===== src/logic/ids_pkg.sv =====
// Purpose: Shared constants and types for the injector driver supervisor
// Assumes: 200 MHz system clock, classic Wishbone register access
// Notes:   All offsets are byte addresses of 32-bit aligned words
package ids_pkg;
    // Clock and documented time limits
    localparam int unsigned CLK_PERIOD_NS   = 5;
    localparam int unsigned HV_WIN_MAX_NS   = 400_000;
    localparam int unsigned BACK_WIN_MAX_NS = 1_600_000;
    localparam int unsigned WIN_W           = 19;

    // Register map
    localparam int unsigned ADDR_W     = 8;
    localparam logic [7:0] OFF_CTRL     = 8'h00;
    localparam logic [7:0] OFF_CMD      = 8'h04;
    localparam logic [7:0] OFF_BOOST    = 8'h08;
    localparam logic [7:0] OFF_CURR     = 8'h0C;
    localparam logic [7:0] OFF_HV_WIN   = 8'h10;
    localparam logic [7:0] OFF_BACK_WIN = 8'h14;
    localparam logic [7:0] OFF_PEAK_WIN = 8'h18;
    localparam logic [7:0] OFF_PROF     = 8'h1C;
    localparam logic [7:0] OFF_STATUS   = 8'h20;

    // Command bits (write one for a single-shot action)
    localparam int unsigned CMD_CAL_BIT = 0;
    localparam int unsigned CMD_CLR_BIT = 1;

    // Status word layout
    localparam int unsigned STAT_CAL_DONE    = 0;
    localparam int unsigned STAT_SHUTDOWN    = 1;
    localparam int unsigned STAT_INJ         = 2;
    localparam int unsigned STAT_BOOST       = 3;
    localparam int unsigned STAT_CRIT_LSB    = 8;
    localparam int unsigned STAT_NONCRIT_LSB = 16;

    // Critical fault index
    localparam int unsigned F_CHARGE   = 0;
    localparam int unsigned F_OVERLOAD = 1;
    localparam int unsigned F_SHORT    = 2;
    localparam int unsigned F_HV_STAGE = 3;
    localparam int unsigned F_LV_STAGE = 4;
    localparam int unsigned F_TEMP     = 5;
    localparam int unsigned F_OVERVOLT = 6;
    localparam int unsigned NUM_CRIT   = 7;
    localparam int unsigned NUM_PINF   = 5;

    // Analog limits in degrees C and volts, one LSB per unit; profile count limit and control reset value
    localparam logic [7:0] TEMP_LIMIT_C     = 8'h55;
    localparam logic [7:0] BOOST_LIMIT_V    = 8'h9B;
    localparam logic [7:0] EXT_HV_LIMIT_V   = 8'h06;
    localparam logic [1:0] PROF_COUNT_MAX   = 2'h2;
    localparam logic [7:0] CTRL_RESET       = 8'h00;

    // Control register, bit 0 is the gate
    typedef struct packed {
        logic [1:0] open_profile_select;
        logic [1:0] open_profile_count;
        logic       piezo_select;
        logic       current_only_sampling;
        logic       boost_supply_on;
        logic       injection_gate;
    } ids_ctrl_t;

    // Calibration download sequencing
    typedef enum logic [1:0] {
        CAL_IDLE = 2'b00,
        CAL_LOAD = 2'b01,
        CAL_DONE = 2'b10
    } ids_cal_state_t;
endpackage


===== src/logic/ids_supervisor.sv =====
// Purpose: Supervisory control of a multi-channel injector driver
// Assumes: Fault pins are asynchronous; analog codes and fuel_cmd_i are synchronous
// Notes:   Outputs lag fuel_cmd_i by one clock
// Contract
// - Drivers act on fuel commands only while the gate is set; gate never fuels.
// - Boost supply runs while enabled and stops when disabled.
// - Boost set point is the injection target during injection, idle target otherwise.
// - Current-only mode samples current only, at double rate, during injection; else normal rate.
// - Current-only mode suspends boost during each injection, resumes afterward.
// - Calibration start loads parameters; done flag low until the load completes.
// - Profile count 0, 1, 2 loads one, two or three open profiles.
// - Profile select picks which loaded duty profile drives piezo current.
// - Piezo select enables piezo, disables solenoid; never both active.
// - High-voltage drive at pulse start for a window of up to 0.4 ms.
// - Back-EMF routed to boost at pulse end for up to 1.6 ms.
// - Peak current target during peak time, hold target until pulse end.
// - Any critical fault shuts down all operations.
// - Non-critical faults are only reported, never shut anything down.
// - Fault clear request tries to clear every set critical fault.
// - Board temperature above 85 C raises a critical fault.
// - Boost voltage above 155 V raises a critical fault.
// - External high voltage above 6 V shuts the boost supply down.
// - Short across injector outputs raises a critical fault.
// - Boost unable to raise its voltage raises a critical fault.
// - Boost loaded beyond long-term limit raises a critical fault.
// - Separate critical overload faults for high-voltage and battery stages.
//
// The Wishbone register port and the address map were chosen for this implementation.
`timescale 1ns/10ps
module ids_supervisor #(
    parameter int unsigned PROF_DEPTH   = 16,
    parameter int unsigned NONCRIT_W    = 4,
    parameter int unsigned PZ_STEP_CYC  = 200,
    parameter int unsigned HV_WIN_MAX   = ids_pkg::HV_WIN_MAX_NS / ids_pkg::CLK_PERIOD_NS,
    parameter int unsigned BACK_WIN_MAX = ids_pkg::BACK_WIN_MAX_NS / ids_pkg::CLK_PERIOD_NS
) (
    input  wire logic                      clk_i,
    input  wire logic                      rst_i,
    input  wire logic                      wb_cyc_i,
    input  wire logic                      wb_stb_i,
    input  wire logic                      wb_we_i,
    input  wire logic [ids_pkg::ADDR_W-1:0] wb_adr_i,
    input  wire logic [3:0]                wb_sel_i,
    input  wire logic [31:0]               wb_dat_i,
    output logic      [31:0]               wb_dat_o,
    output logic                           wb_ack_o,
    input  wire logic                      fuel_cmd_i,
    input  wire logic [7:0]                board_temp_i,
    input  wire logic [7:0]                boost_volt_i,
    input  wire logic [7:0]                ext_hv_volt_i,
    input  wire logic [ids_pkg::NUM_PINF-1:0] crit_pin_i,
    input  wire logic [NONCRIT_W-1:0]      noncrit_pin_i,
    output logic                           sol_drive_o,
    output logic                           piezo_drive_o,
    output logic                           hv_drive_o,
    output logic                           back_emf_o,
    output logic      [15:0]               current_target_o,
    output logic      [7:0]                piezo_duty_o,
    output logic                           boost_enable_o,
    output logic      [15:0]               boost_target_o,
    output logic                           sample_double_o,
    output logic                           voltage_ctrl_o,
    output logic                           cal_done_o,
    output logic                           shutdown_o,
    output logic      [ids_pkg::NUM_CRIT-1:0] crit_fault_o,
    output logic      [NONCRIT_W-1:0]      noncrit_fault_o
);
    localparam int unsigned PIN_W  = ids_pkg::NUM_PINF + NONCRIT_W;
    localparam int unsigned MEM_N  = 3 * PROF_DEPTH;
    localparam int unsigned PTR_W  = $clog2(MEM_N + 1);
    localparam int unsigned IDX_W  = $clog2(PROF_DEPTH);
    localparam int unsigned STEP_W = $clog2(PZ_STEP_CYC + 1);
    localparam int unsigned W      = ids_pkg::WIN_W;

    ids_pkg::ids_ctrl_t      ctrl;
    ids_pkg::ids_cal_state_t cal_state;
    logic [31:0]        boost_tgt;
    logic [31:0]        curr_tgt;
    logic [W-1:0]       hv_win;
    logic [W-1:0]       back_win;
    logic [W-1:0]       peak_win;
    logic [7:0]         prof_mem [MEM_N];
    logic [PTR_W-1:0]   wr_ptr;
    logic [PTR_W-1:0]   load_total;
    logic [PIN_W-1:0]   pin_s1;
    logic [PIN_W-1:0]   pin_s2;
    logic [PIN_W-1:0]   pin_s3;
    logic [PIN_W-1:0]   pin_filt;
    logic [ids_pkg::NUM_CRIT-1:0] crit_cause;
    logic [W-1:0]       pulse_cnt;
    logic [W-1:0]       back_cnt;
    logic               sol_q;
    logic [IDX_W-1:0]   pz_idx;
    logic [STEP_W-1:0]  pz_step;
    logic [31:0]        rdata;
    logic               wb_req;
    logic               wr_en;
    logic               cal_start;
    logic               fault_clear;
    logic               shutdown;
    logic               ext_hv_high;
    logic               inj_active;
    logic               sol_on;
    logic               pz_on;
    logic [1:0]         prof_sel;
    logic [PTR_W-1:0]   rd_addr;

    // Byte-lane merge of a write into an existing word
    function automatic logic [31:0] wmerge(input logic [31:0] old_v,
                                           input logic [31:0] new_v,
                                           input logic [3:0]  sel);
        logic [31:0] res;
        res = old_v;
        for (int b = 0; b < 4; b++) begin
            if (sel[b]) begin
                res[b*8 +: 8] = new_v[b*8 +: 8];
            end
        end
        return res;
    endfunction

    // Clamp a window to its documented maximum
    function automatic logic [W-1:0] wclamp(input logic [31:0] v, input int unsigned lim);
        logic [W-1:0] res;
        res = (v > 32'(lim)) ? W'(lim) : v[W-1:0];
        return res;
    endfunction

    // Bus decode; every access is acked, unmapped reads return zero
    assign wb_req      = wb_cyc_i && wb_stb_i && !wb_ack_o;
    assign wr_en       = wb_req && wb_we_i;
    assign cal_start   = wr_en && (wb_adr_i == ids_pkg::OFF_CMD) && wb_sel_i[0]
                         && wb_dat_i[ids_pkg::CMD_CAL_BIT];
    assign fault_clear = wr_en && (wb_adr_i == ids_pkg::OFF_CMD) && wb_sel_i[0]
                         && wb_dat_i[ids_pkg::CMD_CLR_BIT];

    // Single-cycle ack, dropped the cycle after it was given
    always_ff @(posedge clk_i) begin
        if (rst_i) begin
            wb_ack_o <= 1'b0;
            wb_dat_o <= 32'h0000_0000;
        end else begin
            wb_ack_o <= wb_req;
            if (wb_req && !wb_we_i) begin
                wb_dat_o <= rdata;
            end
        end
    end

    // Read mux; status shows the block's live state
    always_comb begin
        rdata = 32'h0000_0000;
        unique case (wb_adr_i)
            ids_pkg::OFF_CTRL:     rdata = {24'h00_0000, ctrl};
            ids_pkg::OFF_BOOST:    rdata = boost_tgt;
            ids_pkg::OFF_CURR:     rdata = curr_tgt;
            ids_pkg::OFF_HV_WIN:   rdata = 32'(hv_win);
            ids_pkg::OFF_BACK_WIN: rdata = 32'(back_win);
            ids_pkg::OFF_PEAK_WIN: rdata = 32'(peak_win);
            ids_pkg::OFF_STATUS: begin
                rdata[ids_pkg::STAT_CAL_DONE] = cal_done_o;
                rdata[ids_pkg::STAT_SHUTDOWN] = shutdown;
                rdata[ids_pkg::STAT_INJ]      = sol_drive_o | piezo_drive_o;
                rdata[ids_pkg::STAT_BOOST]    = boost_enable_o;
                rdata[ids_pkg::STAT_CRIT_LSB +: ids_pkg::NUM_CRIT] = crit_fault_o;
                rdata[ids_pkg::STAT_NONCRIT_LSB +: NONCRIT_W]      = noncrit_fault_o;
            end
            default:               rdata = 32'h0000_0000;
        endcase
    end

    // Configuration registers; windows are clamped to their legal range
    always_ff @(posedge clk_i) begin
        if (rst_i) begin
            ctrl      <= ids_pkg::ids_ctrl_t'(ids_pkg::CTRL_RESET);
            boost_tgt <= 32'h0000_0000;
            curr_tgt  <= 32'h0000_0000;
            hv_win    <= '0;
            back_win  <= '0;
            peak_win  <= '0;
        end else if (wr_en) begin
            unique case (wb_adr_i)
                ids_pkg::OFF_CTRL: begin
                    if (wb_sel_i[0]) ctrl <= ids_pkg::ids_ctrl_t'(wb_dat_i[7:0]);
                end
                ids_pkg::OFF_BOOST:    boost_tgt <= wmerge(boost_tgt, wb_dat_i, wb_sel_i);
                ids_pkg::OFF_CURR:     curr_tgt  <= wmerge(curr_tgt, wb_dat_i, wb_sel_i);
                ids_pkg::OFF_HV_WIN:   hv_win    <= wclamp(wmerge(32'(hv_win), wb_dat_i,
                                                    wb_sel_i), HV_WIN_MAX);
                ids_pkg::OFF_BACK_WIN: back_win  <= wclamp(wmerge(32'(back_win), wb_dat_i,
                                                    wb_sel_i), BACK_WIN_MAX);
                ids_pkg::OFF_PEAK_WIN: peak_win  <= wclamp(wmerge(32'(peak_win), wb_dat_i,
                                                    wb_sel_i), (1 << W) - 1);
                default: ;
            endcase
        end
    end

    // Calibration download: start resets the pointer, profile words follow
    always_ff @(posedge clk_i) begin
        if (rst_i) begin
            cal_state  <= ids_pkg::CAL_IDLE;
            wr_ptr     <= '0;
            load_total <= PTR_W'(PROF_DEPTH);
        end else if (cal_start) begin
            cal_state  <= ids_pkg::CAL_LOAD;
            wr_ptr     <= '0;
            // Counts above two are treated as three profiles
            load_total <= (ctrl.open_profile_count >= ids_pkg::PROF_COUNT_MAX)
                          ? PTR_W'(MEM_N)
                          : PTR_W'((ctrl.open_profile_count + 2'h1) * PROF_DEPTH);
        end else if (cal_state == ids_pkg::CAL_LOAD && wr_en
                     && wb_adr_i == ids_pkg::OFF_PROF) begin
            wr_ptr <= wr_ptr + 1'b1;
            if (wr_ptr + 1'b1 == load_total) begin
                cal_state <= ids_pkg::CAL_DONE;
            end
        end
    end

    // Profile memory has no reset; contents are valid once loaded
    always_ff @(posedge clk_i) begin
        if (cal_state == ids_pkg::CAL_LOAD && wr_en && wb_adr_i == ids_pkg::OFF_PROF
            && wb_sel_i[0] && !cal_start) begin
            prof_mem[wr_ptr] <= wb_dat_i[7:0];
        end
    end
    assign cal_done_o = (cal_state == ids_pkg::CAL_DONE);

    // Pin synchronisers: a change counts once stages two and three agree
    always_ff @(posedge clk_i) begin
        if (rst_i) begin
            pin_s1   <= '0;
            pin_s2   <= '0;
            pin_s3   <= '0;
            pin_filt <= '0;
        end else begin
            pin_s1   <= {noncrit_pin_i, crit_pin_i};
            pin_s2   <= pin_s1;
            pin_s3   <= pin_s2;
            pin_filt <= (pin_filt & (pin_s2 ^ pin_s3)) | (pin_s3 & ~(pin_s2 ^ pin_s3));
        end
    end

    // Live fault causes from pins and analog codes
    always_comb begin
        crit_cause                      = '0;
        crit_cause[ids_pkg::F_CHARGE]   = pin_filt[ids_pkg::F_CHARGE];
        crit_cause[ids_pkg::F_OVERLOAD] = pin_filt[ids_pkg::F_OVERLOAD];
        crit_cause[ids_pkg::F_SHORT]    = pin_filt[ids_pkg::F_SHORT];
        crit_cause[ids_pkg::F_HV_STAGE] = pin_filt[ids_pkg::F_HV_STAGE];
        crit_cause[ids_pkg::F_LV_STAGE] = pin_filt[ids_pkg::F_LV_STAGE];
        crit_cause[ids_pkg::F_TEMP]     = board_temp_i > ids_pkg::TEMP_LIMIT_C;
        crit_cause[ids_pkg::F_OVERVOLT] = boost_volt_i > ids_pkg::BOOST_LIMIT_V;
    end

    // Sticky critical flags; a cause present in the clear cycle keeps its flag
    always_ff @(posedge clk_i) begin
        if (rst_i) begin
            crit_fault_o <= '0;
        end else begin
            crit_fault_o <= crit_cause | (fault_clear ? '0 : crit_fault_o);
        end
    end

    // Non-critical faults are reported live and feed no shutdown term
    assign noncrit_fault_o = pin_filt[PIN_W-1:ids_pkg::NUM_PINF];
    assign shutdown        = |crit_fault_o;
    assign shutdown_o      = shutdown;
    assign ext_hv_high     = ext_hv_volt_i > ids_pkg::EXT_HV_LIMIT_V;

    // Injection qualification: the gate only permits, fuel_cmd_i starts pulses
    assign inj_active = fuel_cmd_i && ctrl.injection_gate && !shutdown;
    assign sol_on     = inj_active && !ctrl.piezo_select;
    assign pz_on      = inj_active && ctrl.piezo_select;

    // Pulse-age and back-EMF counters for the solenoid channel
    always_ff @(posedge clk_i) begin
        if (rst_i) begin
            sol_q     <= 1'b0;
            pulse_cnt <= '0;
            back_cnt  <= '0;
        end else begin
            sol_q <= sol_on;
            if (!sol_on) begin
                pulse_cnt <= '0;
            end else if (pulse_cnt != {W{1'b1}}) begin
                pulse_cnt <= pulse_cnt + 1'b1;
            end
            if (sol_on || shutdown) begin
                back_cnt <= '0;
            end else if (sol_q) begin
                back_cnt <= back_win;
            end else if (back_cnt != '0) begin
                back_cnt <= back_cnt - 1'b1;
            end
        end
    end
    assign back_emf_o = (back_cnt != '0);

    // Registered solenoid drive, high-voltage phase and current target
    always_ff @(posedge clk_i) begin
        if (rst_i) begin
            sol_drive_o      <= 1'b0;
            hv_drive_o       <= 1'b0;
            current_target_o <= 16'h0000;
        end else begin
            sol_drive_o      <= sol_on;
            hv_drive_o       <= sol_on && (pulse_cnt < hv_win);
            current_target_o <= (pulse_cnt < peak_win) ? curr_tgt[15:0]
                                                       : curr_tgt[31:16];
        end
    end

    // Piezo profile walk; select is limited to the profiles that ctrl.open_profile_count names, at most three
    assign prof_sel = (ctrl.open_profile_select > ctrl.open_profile_count)
                      ? ((ctrl.open_profile_count > ids_pkg::PROF_COUNT_MAX)
                         ? ids_pkg::PROF_COUNT_MAX : ctrl.open_profile_count)
                      : ((ctrl.open_profile_select > ids_pkg::PROF_COUNT_MAX)
                         ? ids_pkg::PROF_COUNT_MAX : ctrl.open_profile_select);
    assign rd_addr  = PTR_W'(prof_sel * PROF_DEPTH) + PTR_W'(pz_idx);

    always_ff @(posedge clk_i) begin
        if (rst_i) begin
            piezo_drive_o <= 1'b0;
            piezo_duty_o  <= 8'h00;
            pz_idx        <= '0;
            pz_step       <= '0;
        end else begin
            piezo_drive_o <= pz_on;
            piezo_duty_o  <= pz_on ? prof_mem[rd_addr] : 8'h00;
            if (!pz_on) begin
                pz_idx  <= '0;
                pz_step <= '0;
            end else if (pz_step == STEP_W'(PZ_STEP_CYC - 1)) begin
                pz_step <= '0;
                if (pz_idx != IDX_W'(PROF_DEPTH - 1)) pz_idx <= pz_idx + 1'b1;
            end else begin
                pz_step <= pz_step + 1'b1;
            end
        end
    end

    // Boost supply control and sampling mode
    always_ff @(posedge clk_i) begin
        if (rst_i) begin
            boost_enable_o  <= 1'b0;
            boost_target_o  <= 16'h0000;
            sample_double_o <= 1'b0;
            voltage_ctrl_o  <= 1'b0;
        end else begin
            boost_enable_o  <= ctrl.boost_supply_on && !shutdown && !ext_hv_high
                               && !(ctrl.current_only_sampling && inj_active);
            boost_target_o  <= inj_active ? boost_tgt[15:0] : boost_tgt[31:16];
            sample_double_o <= ctrl.current_only_sampling && inj_active;
            voltage_ctrl_o  <= !(ctrl.current_only_sampling && inj_active);
        end
    end
endmodule


===== config.mk =====
export PLATFORM = sky130hd
export DESIGN_NAME = ids_supervisor
export DESIGN_NICKNAME = d
export VERILOG_FILES = /design/src/logic/ids_pkg.sv /design/src/logic/ids_supervisor.sv
export SDC_FILE = /design/constraint.sdc
export NUM_CORES = 1
export LEC_CHECK = 0
export BUFFER_PORTS_ARGS = -buffer_cell sky130_fd_sc_hd__buf_2
export CORE_UTILIZATION = 45
export DETAILED_ROUTE_END_ITERATION = 16
export PLACE_DENSITY = 0.64
export SETUP_SLACK_MARGIN = 0.1
export SLEW_MARGIN = 20
export SYNTH_ARGS = -nofsm -noshare
export SYNTH_HDL_FRONTEND = slang
export SYNTH_SLANG_ARGS = --single-unit

===== constraint.sdc =====
create_clock -name clk_i -period 3.4 [get_ports clk_i]
set_input_delay 0 -clock clk_i [delete_from_list [all_inputs] [get_ports clk_i]]
set_output_delay 0 -clock clk_i [all_outputs]
set_load 0.01 [all_outputs]

After elaboration in Yosys (flattened, before gate mapping)
Memories as Yosys holds them, arrays and structs flattened. A register that Yosys moved wholly into a read port is not among the register bits.
Cells that the tools add are included.
{"block": "op_classes", "n_reduce_logical": 55, "n_lt_le_gt_ge": 12, "n_eq_ne": 14, "mux": 69, "add_sub_neg": 7, "n_bitwise": 9}
{"op": "$mux W8", "n": 46}
{"op": "$mux W19", "n": 5}
{"op": "$gt A32 B19 Y1 const B", "n": 2}
{"op": "$pmux W4 S6", "n": 2}
{"op": "$pmux W7 S6", "n": 1}
{"op": "$lt A19 B19 Y1", "n": 2}
{"op": "$eq A8 B5 Y1 const B", "n": 4}
{"op": "$gt A32 B17 Y1 const B", "n": 1}
{"op": "$mux W16", "n": 2}
{"op": "$pmux W4 S7", "n": 1}
{"op": "$reduce_and A3 Y1", "n": 9}
{"op": "$pmux W12 S2", "n": 1}
{"op": "$logic_and A1 B1 Y1", "n": 21}
{"op": "$add A19 B1 Y19 const B", "n": 1}
{"op": "$ne A19 B19 Y1 const B", "n": 1}
{"op": "$reduce_bool A19 Y1", "n": 1}
{"op": "$sub A19 B1 Y19 const B", "n": 1}
{"op": "$and A9 B9 Y9", "n": 2}
{"op": "$eq A8 B4 Y1 const B", "n": 2}
{"op": "$reduce_and A2 Y1", "n": 6}
{"op": "$not A9 Y9", "n": 1}
{"op": "$or A9 B9 Y9", "n": 1}
{"op": "$xor A9 B9 Y9", "n": 1}
{"op": "$add A8 B1 Y8 const B", "n": 1}
{"op": "other kinds (32)", "n": 51}
{"block": "word_totals", "output_inout_bits": 93, "input_bits": 83, "mem_count": 1, "regBits": 307, "ram_bits": 384}
{"name": "prof_mem", "depth": 48, "word_bits": 8, "rd": 1, "rd_clocked_by_memory_dff": 1, "write_ports": 1, "line": "ids_supervisor.sv:82", "source": "logic [7:0] prof_mem [MEM_N];"}

Logic depth before layout (Yosys ltp)
Gate-level depths: netlist (run 1).
{"block": "logic_depth", "depth_word": 10, "ltp_mapped": 9, "mapped_depth_nobuf": 8}

Least setup slack after synthesis (run 1)
OpenSTA, ideal clock, no wires.
{"block": "synth_path", "kind": "input-to-reg", "start": "input port wb_adr_i[1] (netlist bit)", "end": "memory prof_mem[45][0], enable pin", "setup_slack_ns": 0.904, "stages": 7, "arrival_time_ns": 2.125, "path_buffers": 1, "path_cell_list": "or4_1 buf_4 or2_1 or3_1 nor2_2 nand4_1 nor2_1"}
{"block": "synth_via", "elab_chain_cells": 8, "word_cells_on_any_way": 11}
{"item": "from (decl)", "line": "ids_supervisor.sv:42", "source": "input wire logic [ids_pkg::ADDR_W-1:0] wb_adr_i,"}
{"item": "$eq A8 B3 Y1", "line": "ids_supervisor.sv:132", "source": "assign cal_start = wr_en && (wb_adr_i == ids_pkg::OFF_CMD) && wb_sel_i[0]"}
{"item": "$logic_and A1 B1 Y1 (2 in a row)", "line": "ids_supervisor.sv:132"}
{"item": "$logic_and A1 B1 Y1", "line": "ids_supervisor.sv:133", "source": "&& wb_dat_i[ids_pkg::CMD_CAL_BIT];"}
{"item": "$logic_not A1 Y1", "line": "ids_supervisor.sv:224", "source": "&& wb_sel_i[0] && !cal_start) begin"}
{"item": "$logic_and A1 B1 Y1 *", "line": "ids_supervisor.sv:224"}
{"item": "$mux W1 *", "line": "ids_supervisor.sv:223", "source": "if (cal_state == ids_pkg::CAL_LOAD && wr_en && wb_adr_i == ids_pkg::OFF_PROF"}
{"item": "$mux W1 (not written as such) *", "line": "ids_supervisor.sv:225", "source": "prof_mem[wr_ptr] <= wb_dat_i[7:0];"}
{"item": "to (decl)", "line": "ids_supervisor.sv:82"}
Every way passes the cells marked *; elsewhere a longest branch is shown, timed or not.

Worst setup path in the final report (run 1)
{"block": "layout_path", "start": "register wb_ack_o", "end": "register crit_fault_o[5] (netlist bit)"}
{"block": "layout_via", "elab_chain_cells": 8}
{"item": "from (decl)", "line": "ids_supervisor.sv:46", "source": "output logic wb_ack_o,"}
{"item": "from (signal assigned)", "line": "ids_supervisor.sv:143", "source": "wb_ack_o <= wb_req;"}
{"item": "$logic_not A1 Y1", "line": "ids_supervisor.sv:130", "source": "assign wb_req = wb_cyc_i && wb_stb_i && !wb_ack_o;"}
{"item": "$logic_and A1 B1 Y1", "line": "ids_supervisor.sv:130"}
{"item": "$logic_and A1 B1 Y1", "line": "ids_supervisor.sv:131", "source": "assign wr_en = wb_req && wb_we_i;"}
{"item": "$logic_and A1 B1 Y1 (2 in a row)", "line": "ids_supervisor.sv:134", "source": "assign fault_clear = wr_en && (wb_adr_i == ids_pkg::OFF_CMD) && wb_sel_i[0]"}
{"item": "$logic_and A1 B1 Y1", "line": "ids_supervisor.sv:135", "source": "&& wb_dat_i[ids_pkg::CMD_CLR_BIT];"}
{"item": "$mux W7", "line": "ids_supervisor.sv:262", "source": "crit_fault_o <= crit_cause | (fault_clear ? '0 : crit_fault_o);"}
{"item": "$or A7 B7 Y7", "line": "ids_supervisor.sv:262"}
{"item": "to (signal assigned)", "line": "ids_supervisor.sv:262"}
{"item": "to (decl)", "line": "ids_supervisor.sv:65", "source": "output logic [ids_pkg::NUM_CRIT-1:0] crit_fault_o,"}
Every way passes these cells.
A chain may end at the register's enable or synchronous reset.

==> results.txt, run 1 <==
Worst setup SP type: register
status: completed
vias: 19891
post_cts resized: 0
Post-DRT Antenna Nets: 0
TritonRoute pass-1 iters: 7
1st-iter DRT viols: 1842
crit path cell chain: nand3b_1 > nor2_1 > buf_4 > and2_1 > buf_4 > nand4_1 > a221oi_1 > dlygate4sd3_1 > nor2_1
FFs w/ async S/R, synth: 0%
Seq/Total Area, Yosys: 62.0%
HPWL after DPL: 54400 um
max cap viols: 0
Final Hold Vio Count: 0
most common cell after layout, fill and taps aside: edfxtp_1
Final GP Congestion: 0.955
Arrival @ worst endpoint: 3630 ps
PD cells: 533 mW/mm^2
largest net degree at the start of global routing: 173
GR Overflow Total: 0
slowest CP cell: nand4_1
FP Rows: 92
RSZ-0062 raised after global routing: no
FF+latch count, synth: 695
die height: 254 um
Final period util: 92.3%
Max IR drop VDD: 0.405 mV
Clock transition at path regs: 60 ps
Syn Area/Cell: 12.9 um^2
CP required: 3890 ps
PortBufs: 172
mapped cell area: 0.0286 mm^2
Sink Count: 695
yosys warns: 0
post-layout min period: 3140 ps
setup TNS: 0 ps
Post-Syn Nets: 2353
Max Root-Sink Buffers: 3
R2R depth: 9
die width: 254 um
die area: 0.0646 mm^2
DRT Wirelength: 79100 um
Wirelength per Cell: 23.0 um
nets@finish: 2652
hold crit path type: input pin to register
dominant synthesized flop cell: edfxtp_1
Worst-Skew Late Latency: 630 ps
Synth cell types: 82
area of the core: 0.0630 mm^2
initial antenna violation count: 5
Post-synth EDFFs: 384
vias in the first global route: 19365
drt via density: 5.80
CTS tree: yes
Internal Power: 14.0 mW
CP Max Fanout: 12
final core occ: 54.1%
combinational fraction of design power: 6.7%
CP Capture Type: register
clk root buf: clkbuf_16
IO Count: 176
Cells after Synth: 2225
share of layout cells above drive strength 1: 21.1%
Leak: 12.0 nW
Layout area overhead: 18.9%
commonest non-fill, non-tap cells in the layout: 384 x edfxtp_1, 308 x dfxtp_1, 266 x nor2_1, 171 x buf_2, 143 x nand2_1
hold_buf cts: 61
htree depth: 3
Slew @ Worst Pin: 941 ps
CTS Buf Count: 73
setup bufs post-CTS: 0
WHS Path Cells: 2
Flop pwr share: 49.5%
crit-path max cell delay: 600 ps
Non-Filler Instances: 3431
Sw Share: 23.2%
slew margin rel.: 36.8%
Initial Utilization: 45.5%
placed cell count: 3234
Fmax: 319 MHz
Clk pwr share: 43.8%
GR Util All Layers: 24.5%
Slew Limit Fails: 0
Finish-stage setup viols: 0
Psw: 4.21 mW
drt drc: 0
first-pass GRT wire length: 119000 um
Post-Route Skew: 37.2 ps
critical path class: register to register
==> cell type report <==
cell class                      count  area, um^2
Fill cell                        5202       28900
Sequential cell                   695       17800
Multi-Input combinational cell   1353       10200
Timing Repair Buffer              344        2390
Clock buffer                      106        2070
Tap cell                          846        1060
Clock inverter                     28         354
Inverter                           57         214
Antenna cell                        2        5.00
==> metrics by stage <==
step | hold WS [ps] | power, mW | setup slack, ps | area, um^2
floorplan | 98.9 | 9.91 | 904 | 28600
global placement | 212 | 10.3 | 440 | 31000
detailed placement | 212 | 10.3 | 400 | 31000
CTS | 38.1 | 18.3 | 255 | 34000
global route | 40.4 | 18.7 | 135 | 34000
finish | 38.2 | 18.2 | 260 | 34000
==> cells by family after synthesis <==
kind of cell,share of synthesized area (%)
XOR/XNOR,1.44
buffers and inverters,2.49
AND/OR/NAND/NOR,11.4
flip-flops,62.0
multiplexers,12.2
adder cells (fa/ha/maj),1.97
AO/OA/AOI/OAI,8.47
==> routing by layer <==
layer	wire length (um)	GRT usage, %
met1	31800	31.7
met2	38700	40.8
met3	5540	4.62
met4	2890	9.38
met5	39	0
==> power by group through the flow <==
| stage | Sequential [mW] | Combinational, mW | Clock, mW |
|---|---|---|---|
| after floorplan | 9.16 | 0.753 | 0 |
| after global placement | 9.16 | 1.12 | 0 |
| after detailed placement | 9.16 | 1.15 | 0 |
| after CTS | 8.98 | 1.21 | 8.07 |
| after global routing | 8.99 | 1.35 | 8.40 |
| final | 8.99 | 1.22 | 7.95 |
==> registers in the layout, indices dropped and copies added (netlist names), 19 cells and up, named ones only <==
register   count
boost_tgt     32
hv_win        19
prof_mem     384
peak_win      19
back_win      19
pulse_cnt     19
wb_dat_o      32
back_cnt      19
curr_tgt      32
==> critical path, delay by kind of cell, from the launching register on <==
kind	cells	cell delay [ps]
AOI/OAI and AO/OA	1	470
and+or+nand+nor	5	1180
DFF	1	320
buffers and inverters	3	1000
==> Yosys cell counts (12+ instances only) <==
| cell | instances | area [um^2] |
|---|---|---|
| a22oi_1 | 26 | 195 |
| o21ai_0 | 74 | 370 |
| nor2b_1 | 37 | 231 |
| xnor2_1 | 29 | 254 |
| nand2b_1 | 12 | 75.1 |
| mux2i_1 | 78 | 781 |
| dfxtp_1 | 311 | 6230 |
| nand3_1 | 77 | 385 |
| inv_1 | 56 | 210 |
| mux4_2 | 120 | 2700 |
| xor2_1 | 18 | 158 |
| a21oi_1 | 125 | 626 |
| a221oi_1 | 35 | 307 |
| o22ai_1 | 12 | 75.1 |
| nor3_1 | 42 | 210 |
| nand4_1 | 21 | 131 |
| nor2_1 | 267 | 1000 |
| a211oi_1 | 34 | 255 |
| nand2_1 | 143 | 537 |
| buf_2 | 19 | 95.1 |
| edfxtp_1 | 384 | 11500 |
| clkbuf_1 | 86 | 323 |
| ha_1 | 45 | 563 |
| nor4_1 | 17 | 106 |
==> path summary, 6_finish.rpt <==
| check | startpoint | endpoint | slack [ps] |
|---|---|---|---|
| worst max-delay path | wb_ack_o$_SDFF_PP0_ | crit_fault_o[5]$_SDFF_PP0_ | 260 |
| worst min-delay path | wb_dat_i[4] | prof_mem[32][4]$_DFFE_PP_ | 40 |
| worst max register to register | wb_ack_o$_SDFF_PP0_ | crit_fault_o[5]$_SDFF_PP0_ | 260 |
| worst min register to register | pin_s1[2]$_SDFF_PP0_ | pin_s2[2]$_SDFF_PP0_ | 440 |
No activity file was read; power rests on OpenSTA's default activity.
==> run 2: changes to the inputs <==
Settings changed: PLACE_DENSITY 0.64 to unset, PLACE_DENSITY_LB_ADDON set to 0.08.
==> run 2 against run 1 <==
Compared with the run above:
- global-route usage grew 1.0 points
- final cell count increased by 0.32%
- total power rose by 2.3%
- count of clock-buffer cells in the layout is 2 lower
- sequential power hardly changed
- sequential cell count unchanged
- sequential share of layout area shrank 0.28 points
- critical path type unchanged
- critical endpoint is now back_win[8]$_SDFFE_PP0P_
==> results.txt, run 2 (same netlist as run 1, synthesis figures left out) <==
diode count: 0
Layout area overhead: 19.5%
Initial Utilization: 45.5%
R2R depth: 8
Reg2Reg Launch Point: back_win[4]$_SDFFE_PP0P_
Post-DRT Antenna Nets: 0
Sink Count: 695
max cap viols: 0
combinational fraction of design power: 6.6%
drt via density: 5.66
IO Count: 176
Worst-Skew Late Latency: 620 ps
Finish-stage setup viols: 0
DP Area: 0.0310 mm^2
HPWL after DPL: 55900 um
setup TNS: 0 ps
hold crit path type: input pin to register
Min Hold Slack: 82.9 ps
nets@finish: 2662
vias: 19490
post-layout min period: 3280 ps
die width: 254 um
Wirelength per Cell: 23.6 um
DRT Wirelength: 81400 um
Leak: 12.1 nW
1st-iter DRT viols: 1702
CTS tree: yes
die area: 0.0646 mm^2
GR Overflow Total: 0
drt drc: 0
max reg flops: 384
Fmax: 305 MHz
FP Rows: 92
CP Capture Type: register
slowest CP cell: dlygate4sd3_1
Clock transition at path regs: 60 ps
Final GP Congestion: 0.951
Slew @ Worst Pin: 849 ps
commonest non-fill, non-tap cells in the layout: 384 x edfxtp_1, 308 x dfxtp_1, 265 x nor2_1, 171 x buf_2, 143 x nand2_1
die height: 254 um
GR Util All Layers: 25.5%
Sw Share: 22.4%
first-pass GRT wire length: 122000 um
RSZ-0062 raised after global routing: no
Design Area, Final: 0.0342 mm^2
Total Power: 18.6 mW
Clk pwr share: 45.0%
Worst setup SP type: register
most common cell after layout, fill and taps aside: edfxtp_1
CTS Buf Count: 75
initial antenna violation count: 1
Internal Power: 14.4 mW
crit path cell chain: nor4_1 > nand3_1 > a211o_1 > a211oi_4 > nand3_1 > dlygate4sd3_1 > a21oi_1 > dlygate4sd3_1
crit-path max cell delay: 610 ps
TritonRoute pass-1 iters: 6
WHS Path Cells: 2
endpoint of the worst hold path: prof_mem[0][3]$_DFFE_PP_
Max Root-Sink Buffers: 3
area of the core: 0.0630 mm^2
min-delay src: wb_dat_i[3]
clk root buf: clkbuf_16
status: completed
slew margin rel.: 43.4%
worst r2r dst: back_win[8]$_SDFFE_PP0P_
PD cells: 543 mW/mm^2
Slew Limit Fails: 0
Biggest register: prof_mem
CP Max Fanout: 6
Flop pwr share: 48.4%
Post-Route Skew: 25.0 ps
Final Hold Vio Count: 0
Final period util: 96.6%
CP required: 3950 ps
Max IR drop VDD: 0.447 mV
fin worst setup slack: 116 ps
worst reg-to-reg setup slack: 120 ps
Psw: 4.15 mW
vias in the first global route: 19275
largest net degree at the start of global routing: 183
Arrival @ worst endpoint: 3840 ps
critical path class: register to register
htree depth: 3
pre-CTS setup slack: 564 ps
share of layout cells above drive strength 1: 21.1%
PortBufs: 172
## run 2: changes by cell type in the layout (fill, tap and decap cells not counted), sizes merged
cell         change
clkbuf           -1
dlygate4sd3      +9
inv              +2
bufinv           +5
diode            -2
buf              -2
## run 2: power groups by stage
stage	clock network, mW	registers (mW)	logic [mW]
final	8.36	8.99	1.22
after global routing	8.84	8.99	1.36
after detailed placement	0	9.16	1.16
after floorplan	0	9.16	0.753
after global placement	0	9.16	1.14
after CTS	8.52	8.98	1.22
## run 2: area by class of cell
cell class	count	area, um^2
Clock buffer	104	2130
Clock inverter	35	405
Fill cell	5312	28700
Inverter	57	214
Multi-Input combinational cell	1353	10200
Sequential cell	695	17800
Tap cell	846	1060
Timing Repair Buffer	352	2460
## run 2: layer usage
layer  GRT usage, %  vias to the layer above  share of wire [%]
li1               -                     8992                  -
met1           33.6                     9732                 42
met2           42.5                      616                 49
met3           4.32                      150                5.7
met4           9.26                        0                3.5
met5              0                        -                  0
## run 2: metrics by stage
step	std cells	utilization, %
final	3442	54.4
after global routing	3442	54.4
after CTS	3440	54.3
after detailed placement	3231	49.2
after global placement	3231	49.2
after floorplan	2225	-
## run 2: worst max-delay path by stage
stage | end | startpoint | slack [ps]
2_1_floorplan | prof_mem[45][0]$_DFFE_PP_ | wb_adr_i[1] | 900
3_3_place_gp | prof_mem[37][3]$_DFFE_PP_ | wb_adr_i[1] | 590
3_5_place_dp | prof_mem[45][1]$_DFFE_PP_ | wb_adr_i[1] | 560
4_1_cts | back_win[12]$_SDFFE_PP0P_ | wb_dat_i[19] | 210
5_1_grt | back_win[8]$_SDFFE_PP0P_ | back_win[4]$_SDFFE_PP0P_ | 40
6_report | back_win[8]$_SDFFE_PP0P_ | back_win[4]$_SDFFE_PP0P_ | 120
## run 2: worst max-delay path, delay by kind of cell (launching register included)
family	cells	cell delay [ps]
simple gates	3	650
buf+inv	2	1200
flops	1	410
compound gates	3	970
## run 2: what timing repair did
item	in CTS	in global routing
hold buffers	70	0
buffers inserted	0	2
gates resized for setup	0	3
endpoints found under the setup margin	0	2
hold endpoints to repair	143	0
